<file path="src/eba_pkg.sv">
// Shared constants and types for the external bus arbitration handshake
package eba_pkg;
  localparam int          EBA_NUM_PROC    = 6;
  localparam int          EBA_ID_W        = 3;
  localparam logic [2:0]  EBA_ID_SINGLE   = 3'h0;
  localparam logic [2:0]  EBA_ID_FIRST    = 3'h1;
  localparam logic [5:0]  EBA_BR_IDLE     = 6'h3F;
  localparam logic [2:0]  EBA_LAST_RESET  = 3'h0;

  typedef enum logic [1:0] {
    EBA_ST_SLAVE  = 2'b00,
    EBA_ST_MASTER = 2'b01,
    EBA_ST_HOST   = 2'b10
  } eba_state_t;
endpackage

</file>
<file path="src/eba_bus_if.sv">
// Interface joining a processor's arbiter to its system-side partner
interface eba_bus_if;
  import eba_pkg::*;
  logic [2:0] processor_id;
  logic       rotating_priority_select;
  logic       host_select_n;
  logic       host_bus_request_n;
  logic       host_ack_ready;
  logic       host_ack_ready_oe;
  logic       host_bus_grant_n;
  logic       dma_request_one_n;
  logic       dma_request_two_n;
  logic       dma_grant_one_n;
  logic       dma_grant_two_n;
  logic       dma_grant_oe;
  logic [5:0] mp_bus_request_lines_n;
  logic [5:0] mp_bus_request_oe;
  logic       bus_master_indicator;

  modport device (
    input  processor_id, rotating_priority_select, host_select_n,
    input  host_bus_request_n, dma_request_one_n, dma_request_two_n,
    input  mp_bus_request_lines_n,
    output host_ack_ready, host_ack_ready_oe, host_bus_grant_n,
    output dma_grant_one_n, dma_grant_two_n, dma_grant_oe,
    output mp_bus_request_oe, bus_master_indicator
  );
  modport system (
    output processor_id, rotating_priority_select, host_select_n,
    output host_bus_request_n, dma_request_one_n, dma_request_two_n,
    output mp_bus_request_lines_n,
    input  host_ack_ready, host_ack_ready_oe, host_bus_grant_n,
    input  dma_grant_one_n, dma_grant_two_n, dma_grant_oe,
    input  mp_bus_request_oe, bus_master_indicator
  );
endinterface

</file>
<file path="src/eba_device_end.sv">
// Processor end: bus request arbitration, host and DMA handshakes
module eba_device_end
  import eba_pkg::*;
#(
  parameter int NUM_PROC = EBA_NUM_PROC
)
(
  // Clock and control
  input  wire logic          clk_in,
  input  wire logic          reset_n_in,
  input  wire logic          clk_en_in,
  // Core side
  input  wire logic          want_bus_in,
  input  wire logic          io_processor_busy_in,
  input  wire logic          dma_one_ready_in,
  input  wire logic          dma_two_ready_in,
  output logic               dma_one_start_out,
  output logic               dma_two_start_out,
  output eba_pkg::eba_state_t state_out,
  eba_bus_if.device          bus
);
  import eba_pkg::*;

  // Request line decode is built for exactly six processors
  if (NUM_PROC != EBA_NUM_PROC) begin : g_bad_num_proc
    $error("NUM_PROC must be six");
  end

  // Processor ID to one-hot request line
  function automatic logic [5:0] id_to_line(input logic [2:0] id);
    logic [5:0] r;
    r = 6'h00;
    if (id >= EBA_ID_FIRST && id <= 3'h6) begin
      r[id - EBA_ID_FIRST] = 1'b1;
    end
    return r;
  endfunction

  eba_state_t st_reg, st_next;
  logic [2:0] last_reg, last_next;
  logic       req_reg, req_next;
  logic       g1_reg, g1_next, g2_reg, g2_next;
  logic       s1_reg, s1_next, s2_reg, s2_next;
  logic       ready_reg, ready_next;
  logic       hbg_reg, hbg_next;
  logic       id_single;
  logic [5:0] own_line, other_req, all_req;
  logic [2:0] winner;
  logic       any_req;

  assign id_single = (bus.processor_id == EBA_ID_SINGLE);
  assign own_line  = id_to_line(bus.processor_id);
  assign other_req = ~bus.mp_bus_request_lines_n & ~own_line;
  assign all_req   = other_req | (own_line & {6{req_reg}});

  // Pick winner by fixed or rotating priority
  always_comb begin
    logic [2:0] idx;
    logic       found;
    idx    = 3'h0;
    found  = 1'b0;
    winner = 3'h0;
    for (int k = 0; k < EBA_NUM_PROC; k++) begin
      if (bus.rotating_priority_select) begin
        idx = 3'((int'(last_reg) + k) % EBA_NUM_PROC);
      end else begin
        idx = 3'(k);
      end
      if (!found && all_req[idx]) begin
        found  = 1'b1;
        winner = idx + EBA_ID_FIRST;
      end
    end
    any_req = |all_req;
  end

  always_comb begin
    st_next    = st_reg;
    last_next  = last_reg;
    req_next   = want_bus_in & ~id_single;
    g1_next    = 1'b0;
    g2_next    = 1'b0;
    s1_next    = g1_reg;
    s2_next    = g2_reg;
    hbg_next   = hbg_reg;
    ready_next = ~(~bus.host_select_n & ~bus.host_bus_request_n
                   & io_processor_busy_in);
    case (st_reg)
      EBA_ST_SLAVE: begin
        if (!bus.host_bus_request_n) begin
          st_next = EBA_ST_SLAVE;
        end else if (id_single ||
                     (any_req && winner == bus.processor_id)) begin
          st_next = EBA_ST_MASTER;
        end
      end
      EBA_ST_MASTER: begin
        if (!bus.host_bus_request_n) begin
          st_next  = EBA_ST_HOST;
          hbg_next = 1'b1;
        end else if (!id_single && !req_reg && any_req) begin
          st_next   = EBA_ST_SLAVE;
          last_next = bus.processor_id;
        end else begin
          g1_next = ~bus.dma_request_one_n & dma_one_ready_in;
          g2_next = ~bus.dma_request_two_n & dma_two_ready_in
                    & bus.dma_request_one_n;
        end
      end
      EBA_ST_HOST: begin
        if (bus.host_bus_request_n) begin
          hbg_next = 1'b0;
          st_next  = EBA_ST_MASTER;
        end
      end
      default: st_next = EBA_ST_SLAVE;
    endcase
  end

  always_ff @(posedge clk_in) begin
    if (!reset_n_in) begin
      st_reg    <= EBA_ST_SLAVE;
      last_reg  <= EBA_LAST_RESET;
      req_reg   <= 1'b0;
      g1_reg    <= 1'b0;
      g2_reg    <= 1'b0;
      s1_reg    <= 1'b0;
      s2_reg    <= 1'b0;
      ready_reg <= 1'b1;
      hbg_reg   <= 1'b0;
    end else if (clk_en_in) begin
      st_reg    <= st_next;
      last_reg  <= last_next;
      req_reg   <= req_next;
      g1_reg    <= g1_next;
      g2_reg    <= g2_next;
      s1_reg    <= s1_next;
      s2_reg    <= s2_next;
      ready_reg <= ready_next;
      hbg_reg   <= hbg_next;
    end
  end

  // Open-drain ready: only drive low
  assign bus.host_ack_ready    = ready_reg;
  assign bus.host_ack_ready_oe = ~ready_reg;
  assign bus.host_bus_grant_n  = ~hbg_reg;
  assign bus.dma_grant_one_n   = ~g1_reg;
  assign bus.dma_grant_two_n   = ~g2_reg;
  assign bus.dma_grant_oe      = (st_reg == EBA_ST_MASTER);
  assign bus.mp_bus_request_oe = own_line & {6{req_reg}};
  assign bus.bus_master_indicator = id_single ||
                                    (st_reg == EBA_ST_MASTER);
  assign dma_one_start_out = s1_reg;
  assign dma_two_start_out = s2_reg;
  assign state_out         = st_reg;
endmodule

</file>
<file path="src/flat_wrapper.sv">
// flat-port wrapper written by rule: the top's interface ports become plain ports
module eba_device_end_flat import eba_pkg::*;
#(
  parameter int NUM_PROC = EBA_NUM_PROC
)
  (clk_in, reset_n_in, clk_en_in, want_bus_in, io_processor_busy_in, dma_one_ready_in, dma_two_ready_in, dma_one_start_out, dma_two_start_out, state_out, bus_processor_id, bus_rotating_priority_select, bus_host_select_n, bus_host_bus_request_n, bus_dma_request_one_n, bus_dma_request_two_n, bus_mp_bus_request_lines_n, bus_host_ack_ready, bus_host_ack_ready_oe, bus_host_bus_grant_n, bus_dma_grant_one_n, bus_dma_grant_two_n, bus_dma_grant_oe, bus_mp_bus_request_oe, bus_bus_master_indicator);
  eba_bus_if bus_i ();
  input  wire logic clk_in;
  input  wire logic reset_n_in;
  input  wire logic clk_en_in;
  input  wire logic want_bus_in;
  input  wire logic io_processor_busy_in;
  input  wire logic dma_one_ready_in;
  input  wire logic dma_two_ready_in;
  output logic dma_one_start_out;
  output logic dma_two_start_out;
  output eba_pkg::eba_state_t state_out;
  input wire logic [$bits(bus_i.processor_id)-1:0] bus_processor_id;
  input wire logic [$bits(bus_i.rotating_priority_select)-1:0] bus_rotating_priority_select;
  input wire logic [$bits(bus_i.host_select_n)-1:0] bus_host_select_n;
  input wire logic [$bits(bus_i.host_bus_request_n)-1:0] bus_host_bus_request_n;
  input wire logic [$bits(bus_i.dma_request_one_n)-1:0] bus_dma_request_one_n;
  input wire logic [$bits(bus_i.dma_request_two_n)-1:0] bus_dma_request_two_n;
  input wire logic [$bits(bus_i.mp_bus_request_lines_n)-1:0] bus_mp_bus_request_lines_n;
  output wire logic [$bits(bus_i.host_ack_ready)-1:0] bus_host_ack_ready;
  output wire logic [$bits(bus_i.host_ack_ready_oe)-1:0] bus_host_ack_ready_oe;
  output wire logic [$bits(bus_i.host_bus_grant_n)-1:0] bus_host_bus_grant_n;
  output wire logic [$bits(bus_i.dma_grant_one_n)-1:0] bus_dma_grant_one_n;
  output wire logic [$bits(bus_i.dma_grant_two_n)-1:0] bus_dma_grant_two_n;
  output wire logic [$bits(bus_i.dma_grant_oe)-1:0] bus_dma_grant_oe;
  output wire logic [$bits(bus_i.mp_bus_request_oe)-1:0] bus_mp_bus_request_oe;
  output wire logic [$bits(bus_i.bus_master_indicator)-1:0] bus_bus_master_indicator;
  assign bus_i.processor_id = bus_processor_id;
  assign bus_i.rotating_priority_select = bus_rotating_priority_select;
  assign bus_i.host_select_n = bus_host_select_n;
  assign bus_i.host_bus_request_n = bus_host_bus_request_n;
  assign bus_i.dma_request_one_n = bus_dma_request_one_n;
  assign bus_i.dma_request_two_n = bus_dma_request_two_n;
  assign bus_i.mp_bus_request_lines_n = bus_mp_bus_request_lines_n;
  assign bus_host_ack_ready = bus_i.host_ack_ready;
  assign bus_host_ack_ready_oe = bus_i.host_ack_ready_oe;
  assign bus_host_bus_grant_n = bus_i.host_bus_grant_n;
  assign bus_dma_grant_one_n = bus_i.dma_grant_one_n;
  assign bus_dma_grant_two_n = bus_i.dma_grant_two_n;
  assign bus_dma_grant_oe = bus_i.dma_grant_oe;
  assign bus_mp_bus_request_oe = bus_i.mp_bus_request_oe;
  assign bus_bus_master_indicator = bus_i.bus_master_indicator;
  eba_device_end #(.NUM_PROC(NUM_PROC)) u_core (.clk_in(clk_in), .reset_n_in(reset_n_in), .clk_en_in(clk_en_in), .want_bus_in(want_bus_in), .io_processor_busy_in(io_processor_busy_in), .dma_one_ready_in(dma_one_ready_in), .dma_two_ready_in(dma_two_ready_in), .dma_one_start_out(dma_one_start_out), .dma_two_start_out(dma_two_start_out), .state_out(state_out), .bus(bus_i));
endmodule
</file>
<file path="config.mk">
export PLATFORM = sky130hd
export DESIGN_NAME = eba_device_end_flat
export DESIGN_NICKNAME = d
export VERILOG_FILES = /design/src/eba_pkg.sv /design/src/eba_bus_if.sv /design/src/eba_device_end.sv /design/src/flat_wrapper.sv
export SDC_FILE = /design/constraint.sdc
export NUM_CORES = 1
export LEC_CHECK = 0
export ABC_AREA = 1
export BUFFER_PORTS_ARGS = -buffer_cell sky130_fd_sc_hd__buf_4
export CORE_MARGIN = 2
export CORE_UTILIZATION = 60
export CTS_CLUSTER_DIAMETER = 120
export DETAILED_ROUTE_END_ITERATION = 6
export HOLD_SLACK_MARGIN = 0.08
export PLACE_DENSITY = 0.84
export REMOVE_ABC_BUFFERS = 1
export SLEW_MARGIN = 20
export SYNTH_ARGS = -nofsm -noshare
export SYNTH_HDL_FRONTEND = slang
export SYNTH_SLANG_ARGS = --single-unit
</file>
<file path="constraint.sdc">
create_clock -name clk_in -period 9.3 [get_ports clk_in]
set_input_delay 0.465 -clock clk_in [delete_from_list [all_inputs] [get_ports clk_in]]
set_output_delay 0.465 -clock clk_in [all_outputs]
set_load 0.03 [all_outputs]
</file>
=== Yosys cells after proc, flatten, opt, wreduce, memory -nomap -nowiden ===
Cells that the tools add are included.

* Register bits after elaboration: 12
* Bits of input ports: 21
* Output and inout bits: 17
* Word-level logic and storage cells: 138

* Add/subtract/negate cells: 12
* Divide/modulo/power cells: 6
* Magnitude comparators: 10
* Eq/ne operators: 7
* Multiplexer cells: 47
* Bitwise operators: 21
* Reduce and logical (&&, ||, !) cells: 26

{| class="wikitable"
|+ Operator list
! cell !! count
|-
| 32-bit by 4-bit remainder unit with 32-bit output, second input constant || 5
|-
| 3-bit 2-to-1 mux || 12
|-
| 4-bit by 4-bit remainder unit with 32-bit output, second input constant || 1
|-
| 3-bit by 4-bit < comparator with 1-bit output, second input constant || 7
|-
| 1-bit 2-to-1 mux || 20
|-
| 3-bit by 1-bit adder with 3-bit output, second input constant || 6
|-
| 1-bit binary-select mux with 3-bit select || 6
|-
| 6-bit bitwise AND || 2
|-
| 6-bit inverter || 2
|-
| 4-bit AND reduction || 3
|-
| 1-bit logical AND || 10
|-
| 2-bit 2-to-1 mux || 5
|-
| 1-bit inverter || 10
|-
| 3-bit by 2-bit adder with 4-bit output, second input constant || 2
|-
| 3-bit by 3-bit adder with 4-bit output, second input constant || 2
|-
| 1-bit zero test || 7
|-
| 1-bit bitwise AND || 6
|-
| 3-bit by 1-bit >= comparator with 1-bit output, second input constant || 2
|-
| 6-bit 2-to-1 mux || 1
|-
| 3-bit by 2-bit inequality test with 1-bit output, second input constant || 2
|-
| 6-bit OR || 1
|-
| 2-bit case mux with 3 select lines || 1
|-
| 6-bit OR reduction || 1
|-
| 3-bit by 1-bit adder with 4-bit output, second input constant || 1
|-
| other kinds (12) || 14
|}

=== Longest topological paths before layout ===
* Depth in word-level cells: 33
* Gate-level depth with buffers: 32
* Mapped depth without buffers: 32

=== Worst setup path after synthesis ===
Ideal clock, no wire load.

* Kind: flip-flop to flip-flop
* Start point: reg u_core.last_reg[1]
* End point: reg u_core.st_reg[1], in the netlist u_core.state_out[1]
* Setup time: 117 ps
* Arrival: 2,906 ps
* Required time: 9,183 ps
* Path slack: 6,277 ps
* Cell stages (with the launch flop): 25
* Path buffers: 0
* Period minus slack after synthesis: 3,023 ps
* Path through: dfxtp_1 inv_1 ha_1 xnor2_1 ha_1 nand3b_1 nand2_1 nand2_1 nand2_1 nand3_1 inv_1 nand3_1 nand3_2 inv_2 nor2_4 nand2_2 or2_0 o21ai_0 nand2_1 nand2_1 nand2_1 nand2_1 nand3_2 nand2_1 a21oi_2

* Word-level cells in the longest chain between the ends: 25
* Elaborated cells on any way between the ends: 61
* Classes of those cells: add/sub (11); div (6); eq/ne (2); mux (29); reduce/logical (13)

{| class="wikitable"
|+ RTL lines
! what !! RTL line !! source
|-
| from (decl) || eba_device_end.sv:40 || <nowiki>logic [2:0] last_reg, last_next;</nowiki>
|-
| from (signal assigned) || eba_device_end.sv:133 || <nowiki>last_reg <= last_next;</nowiki>
|-
| parallel branches: the longest is 19 deep, another holds 32-bit by 4-bit remainder unit with 32-bit output || n/a ||
|-
| 3-bit 2-to-1 mux * || eba_device_end.sv:69 || <nowiki>if (!found && all_req[idx]) begin</nowiki>
|-
| 3-bit == test * || eba_device_end.sv:93 || <nowiki>(any_req && winner == bus.processor_id)) begin</nowiki>
|-
| 1-bit logical AND * || eba_device_end.sv:93 ||
|-
| 1-bit logical OR * || eba_device_end.sv:92 || <nowiki>end else if (id_single ||</nowiki>
|-
| 3-bit by 2-bit inequality test with 1-bit output (no line) * || n/a ||
|-
| 4-bit AND reduction (no line) * || n/a ||
|-
| to (signal assigned) || eba_device_end.sv:132 || <nowiki>st_reg <= st_next;</nowiki>
|-
| to (decl) || eba_device_end.sv:39 || <nowiki>eba_state_t st_reg, st_next;</nowiki>
|}

Every way passes the cells marked *. The select of a mux whose other input is x is not followed.
A chain may end at the register's enable or synchronous reset.

=== Worst setup path after layout ===
Same ends and word-level chain as after synthesis.

==> flow_metrics.tcl <==
set metrics [dict create \
    run_status "finished clean" \
    cts.root.buffer_cell "clkbuf_8" \
    worstPathRequired_ns 9.43 \
    drcViolationCount 0 \
    place_congestion 0.941 \
    hold_viol 0 \
    post_route_cells_drive_above_1_share 0.221 \
    final_min_period_over_clock_period 0.402 \
    detailed_place_hpwl_um 4380 \
    worst_pin_slew_ns 0.481 \
    placement.cell_area_sq_um 2580 \
    cellLeakagePower_nw 1.42 \
    antenna_cells 0 \
    setup_total_negative_slack_ns 0 \
    min_period_ns 3.73 \
    floorplan.rows 22 \
    largest_net_degree_at_the_start_of_global_routing 14 \
    start_util 0.626 \
    synth.ff_latch_count 12 \
    powerDensity_nw_per_um2 85.4 \
    numCtsBuffers 3 \
    setup_crit_path_kind "reg -> reg" \
    drt_first_pass_iters 4 \
    tritoncts "done" \
    setup.worst_path.end_class "register" \
    final-seq-area_sq_um 240 \
    detail_route.wirelength_um 5380 \
    peak_clock_frequency_supported_by_timing_ghz 0.268 \
    synthesis.instances 382 \
    worst_path_largest_cell_delay_ns 0.55 \
    yosys_warnings 0 \
    synth.top_cells.by_area "nand2_1 18%, ha_1 13%, dfxtp_1 10%" \
    post_cts_buffers 0 \
    path_common_cell "nand2_1" \
    synth_top_area_share 0.175 \
    peakVddDrop_v 0.000144 \
    mappedNetlistArea_sq_um 2290 \
    place_worst_setup_slack_ns 5.64 \
    die_height_um 65.8 \
    gr-usage-all-layers 0.266 \
    fillerInstances 337 \
    grt_first_pass_wirelength_um 9400 \
    multi_input_comb_area_sq_um 1770 \
    area_delta_synth_final_pct 15.1 \
    drv_slew 0 \
    clkLatencyLatePin_ns 0.24 \
    layout.nets 463 \
    drtAntennaViolNets 0 \
    number_of_global_route_vias_before_repair 2189 \
    globalRoute.totalOverflow 0 \
    timing.critical_path.arrival_ns 3.86 \
    design.core.area_sq_um 3660 \
    mostFrequentLayoutCells "107 x nand2_1, 51 x inv_1, 39 x nand3_1" \
    post_synthesis_mean_instance_area_sq_um 6.00 \
    clock-skew-final_ns 0.00107 \
    io_pins 38 \
    cts-resized-gates 0 \
    synth.distinct_cells 41 \
    cts.hold.buffers_added 0 \
    number_of_antenna_violations_at_the_first_check_in_global_routing 0 \
    level_count_of_the_clock_h_tree 1 \
    initialDrtViolationCount 125 \
    post_drt_wl_per_cell_um 11.6 \
    drv_cap 0 \
    critical_path.max_fanout 12 \
    clock_transition_at_the_registers_of_the_reported_paths_ns 0.05 \
    setup_ws_ns 5.57 \
    route.vias.total 2472 \
    slew_headroom 0.679 \
    layout_commonest_cell "nand2_1" \
    setup_violations 0 \
    cts.path.max_buffers 2 \
    rsz0062_at_grt "false" \
    largest_register_ffs 3 \
    class_of_the_worst_hold_path "reg -> reg" \
    synth-seq-area-share 0.105 \
    fp.dieArea_sq_um 4330 \
    detail_route.vias_per_cell 5.32 \
    cts.sink_count 12 \
    die_width_um 65.8 \
    cpMaxStageDelayCell "ha_1" \
    synth_largest_area_cell "nand2_1" \
    portBuffers 37 \
    stdcell_area_sq_um 2640 \
    crit_path_start_kind "register" \
]
==> synthesized netlist by cell type <==
cell type,instances
inv_1,51
o21bai_4,1
nor2_4,3
nor2_1,29
nand3_1,39
dfxtp_1,12
nand3_2,10
ha_1,24
or2_0,2
o2111ai_1,1
nor3_1,5
nand2_1,107
o211ai_1,2
inv_2,8
clkbuf_1,1
a2111oi_0,1
o21ai_0,10
nand4_2,1
nand4_4,1
nand3b_1,4
a31oi_1,1
clkinv_1,1
a211oi_1,1
inv_4,1
o21ai_1,2
xor2_2,1
nand2_4,2
a21oi_1,14
a21oi_2,2
mux2i_1,1
xnor2_1,4
buf_4,2
nand4_1,8
a221oi_1,1
and2_1,1
nor2_2,4
xor2_1,4
buf_2,1
o21ai_2,2
nand2_2,15
buf_6,2
==> through the flow <==
| step | std cells | hold slack, ns | utilization | total power, mW |
|---|---|---|---|---|
| 3_5_place_dp | 461 | 0.465 | 0.706 | 0.169 |
| 5_1_grt | 465 | 0.501 | 0.721 | 0.242 |
| 4_1_cts | 465 | 0.473 | 0.721 | 0.225 |
| 2_1_floorplan | 376 | 0.444 | - | 0.138 |
| 6_report | 465 | 0.474 | 0.721 | 0.225 |
| 3_3_place_gp | 461 | 0.456 | 0.706 | 0.166 |
==> final timing paths <==
| kind | start | to | slack [ns] | cells after the start |
|---|---|---|---|---|
| min | u_core.g2_reg | u_core.g2_reg | 0.47 | 2 |
| min reg2reg | u_core.g2_reg | u_core.g2_reg | 0.47 | 2 |
| max reg2reg | u_core.last_reg[1] | u_core.state_out[1] | 5.57 | 27 |
| max | u_core.last_reg[1] | u_core.state_out[1] | 5.57 | 27 |
==> logic make-up (layout without fill, tap and decap cells) <==
logic type / after synthesis / after routing / share of synthesized area
muxes: 1 / 1 / 0.00437
adders and majority gates: 24 / 24 / 0.131
and+or+nand+nor: 231 / 231 / 0.497
AOI/OAI and AO/OA: 38 / 38 / 0.104
DFF: 12 / 12 / 0.105
buffers and inverters: 67 / 102 / 0.121
xor gates and xnor gates: 9 / 9 / 0.0377
==> power by group <==
part / switching, mW / internal [mW] / total [mW]
logic: 0.0717 / 0.0403 / 0.112
clock network: 0.0191 / 0.0374 / 0.0565
registers: 0.00273 / 0.0539 / 0.0567
==> cell type report <==
cell class,instances,area share
multi-input cells,303,0.672
well taps,48,0.0228
flip-flops and latches,12,0.0910
inverters,61,0.0877
clock buffers,4,0.0209
repair buffers,37,0.105
==> routing by layer <==
| layer | track usage | vias to the layer above | routed length, um |
|---|---|---|---|
| met5 | 0 | - | 0 |
| met3 | 0.0307 | 6 | 241 |
| met4 | 0.0417 | 0 | 40 |
| met2 | 0.491 | 64 | 2660 |
| li1 | - | 1298 | - |
| met1 | 0.335 | 1104 | 2440 |
==> worst max-delay path: cells and delay by family (launching register included) <==
family / cells / cell delay [ns]
AND/OR/NAND/NOR: 22 / 2.01
flip-flops: 1 / 0.49
AO/OA/AOI/OAI: 2 / 0.10
adder cells (fa/ha/maj): 1 / 0.55
buffers and inverters: 2 / 0.44
Note: power is estimated with default switching activity, not from simulation.
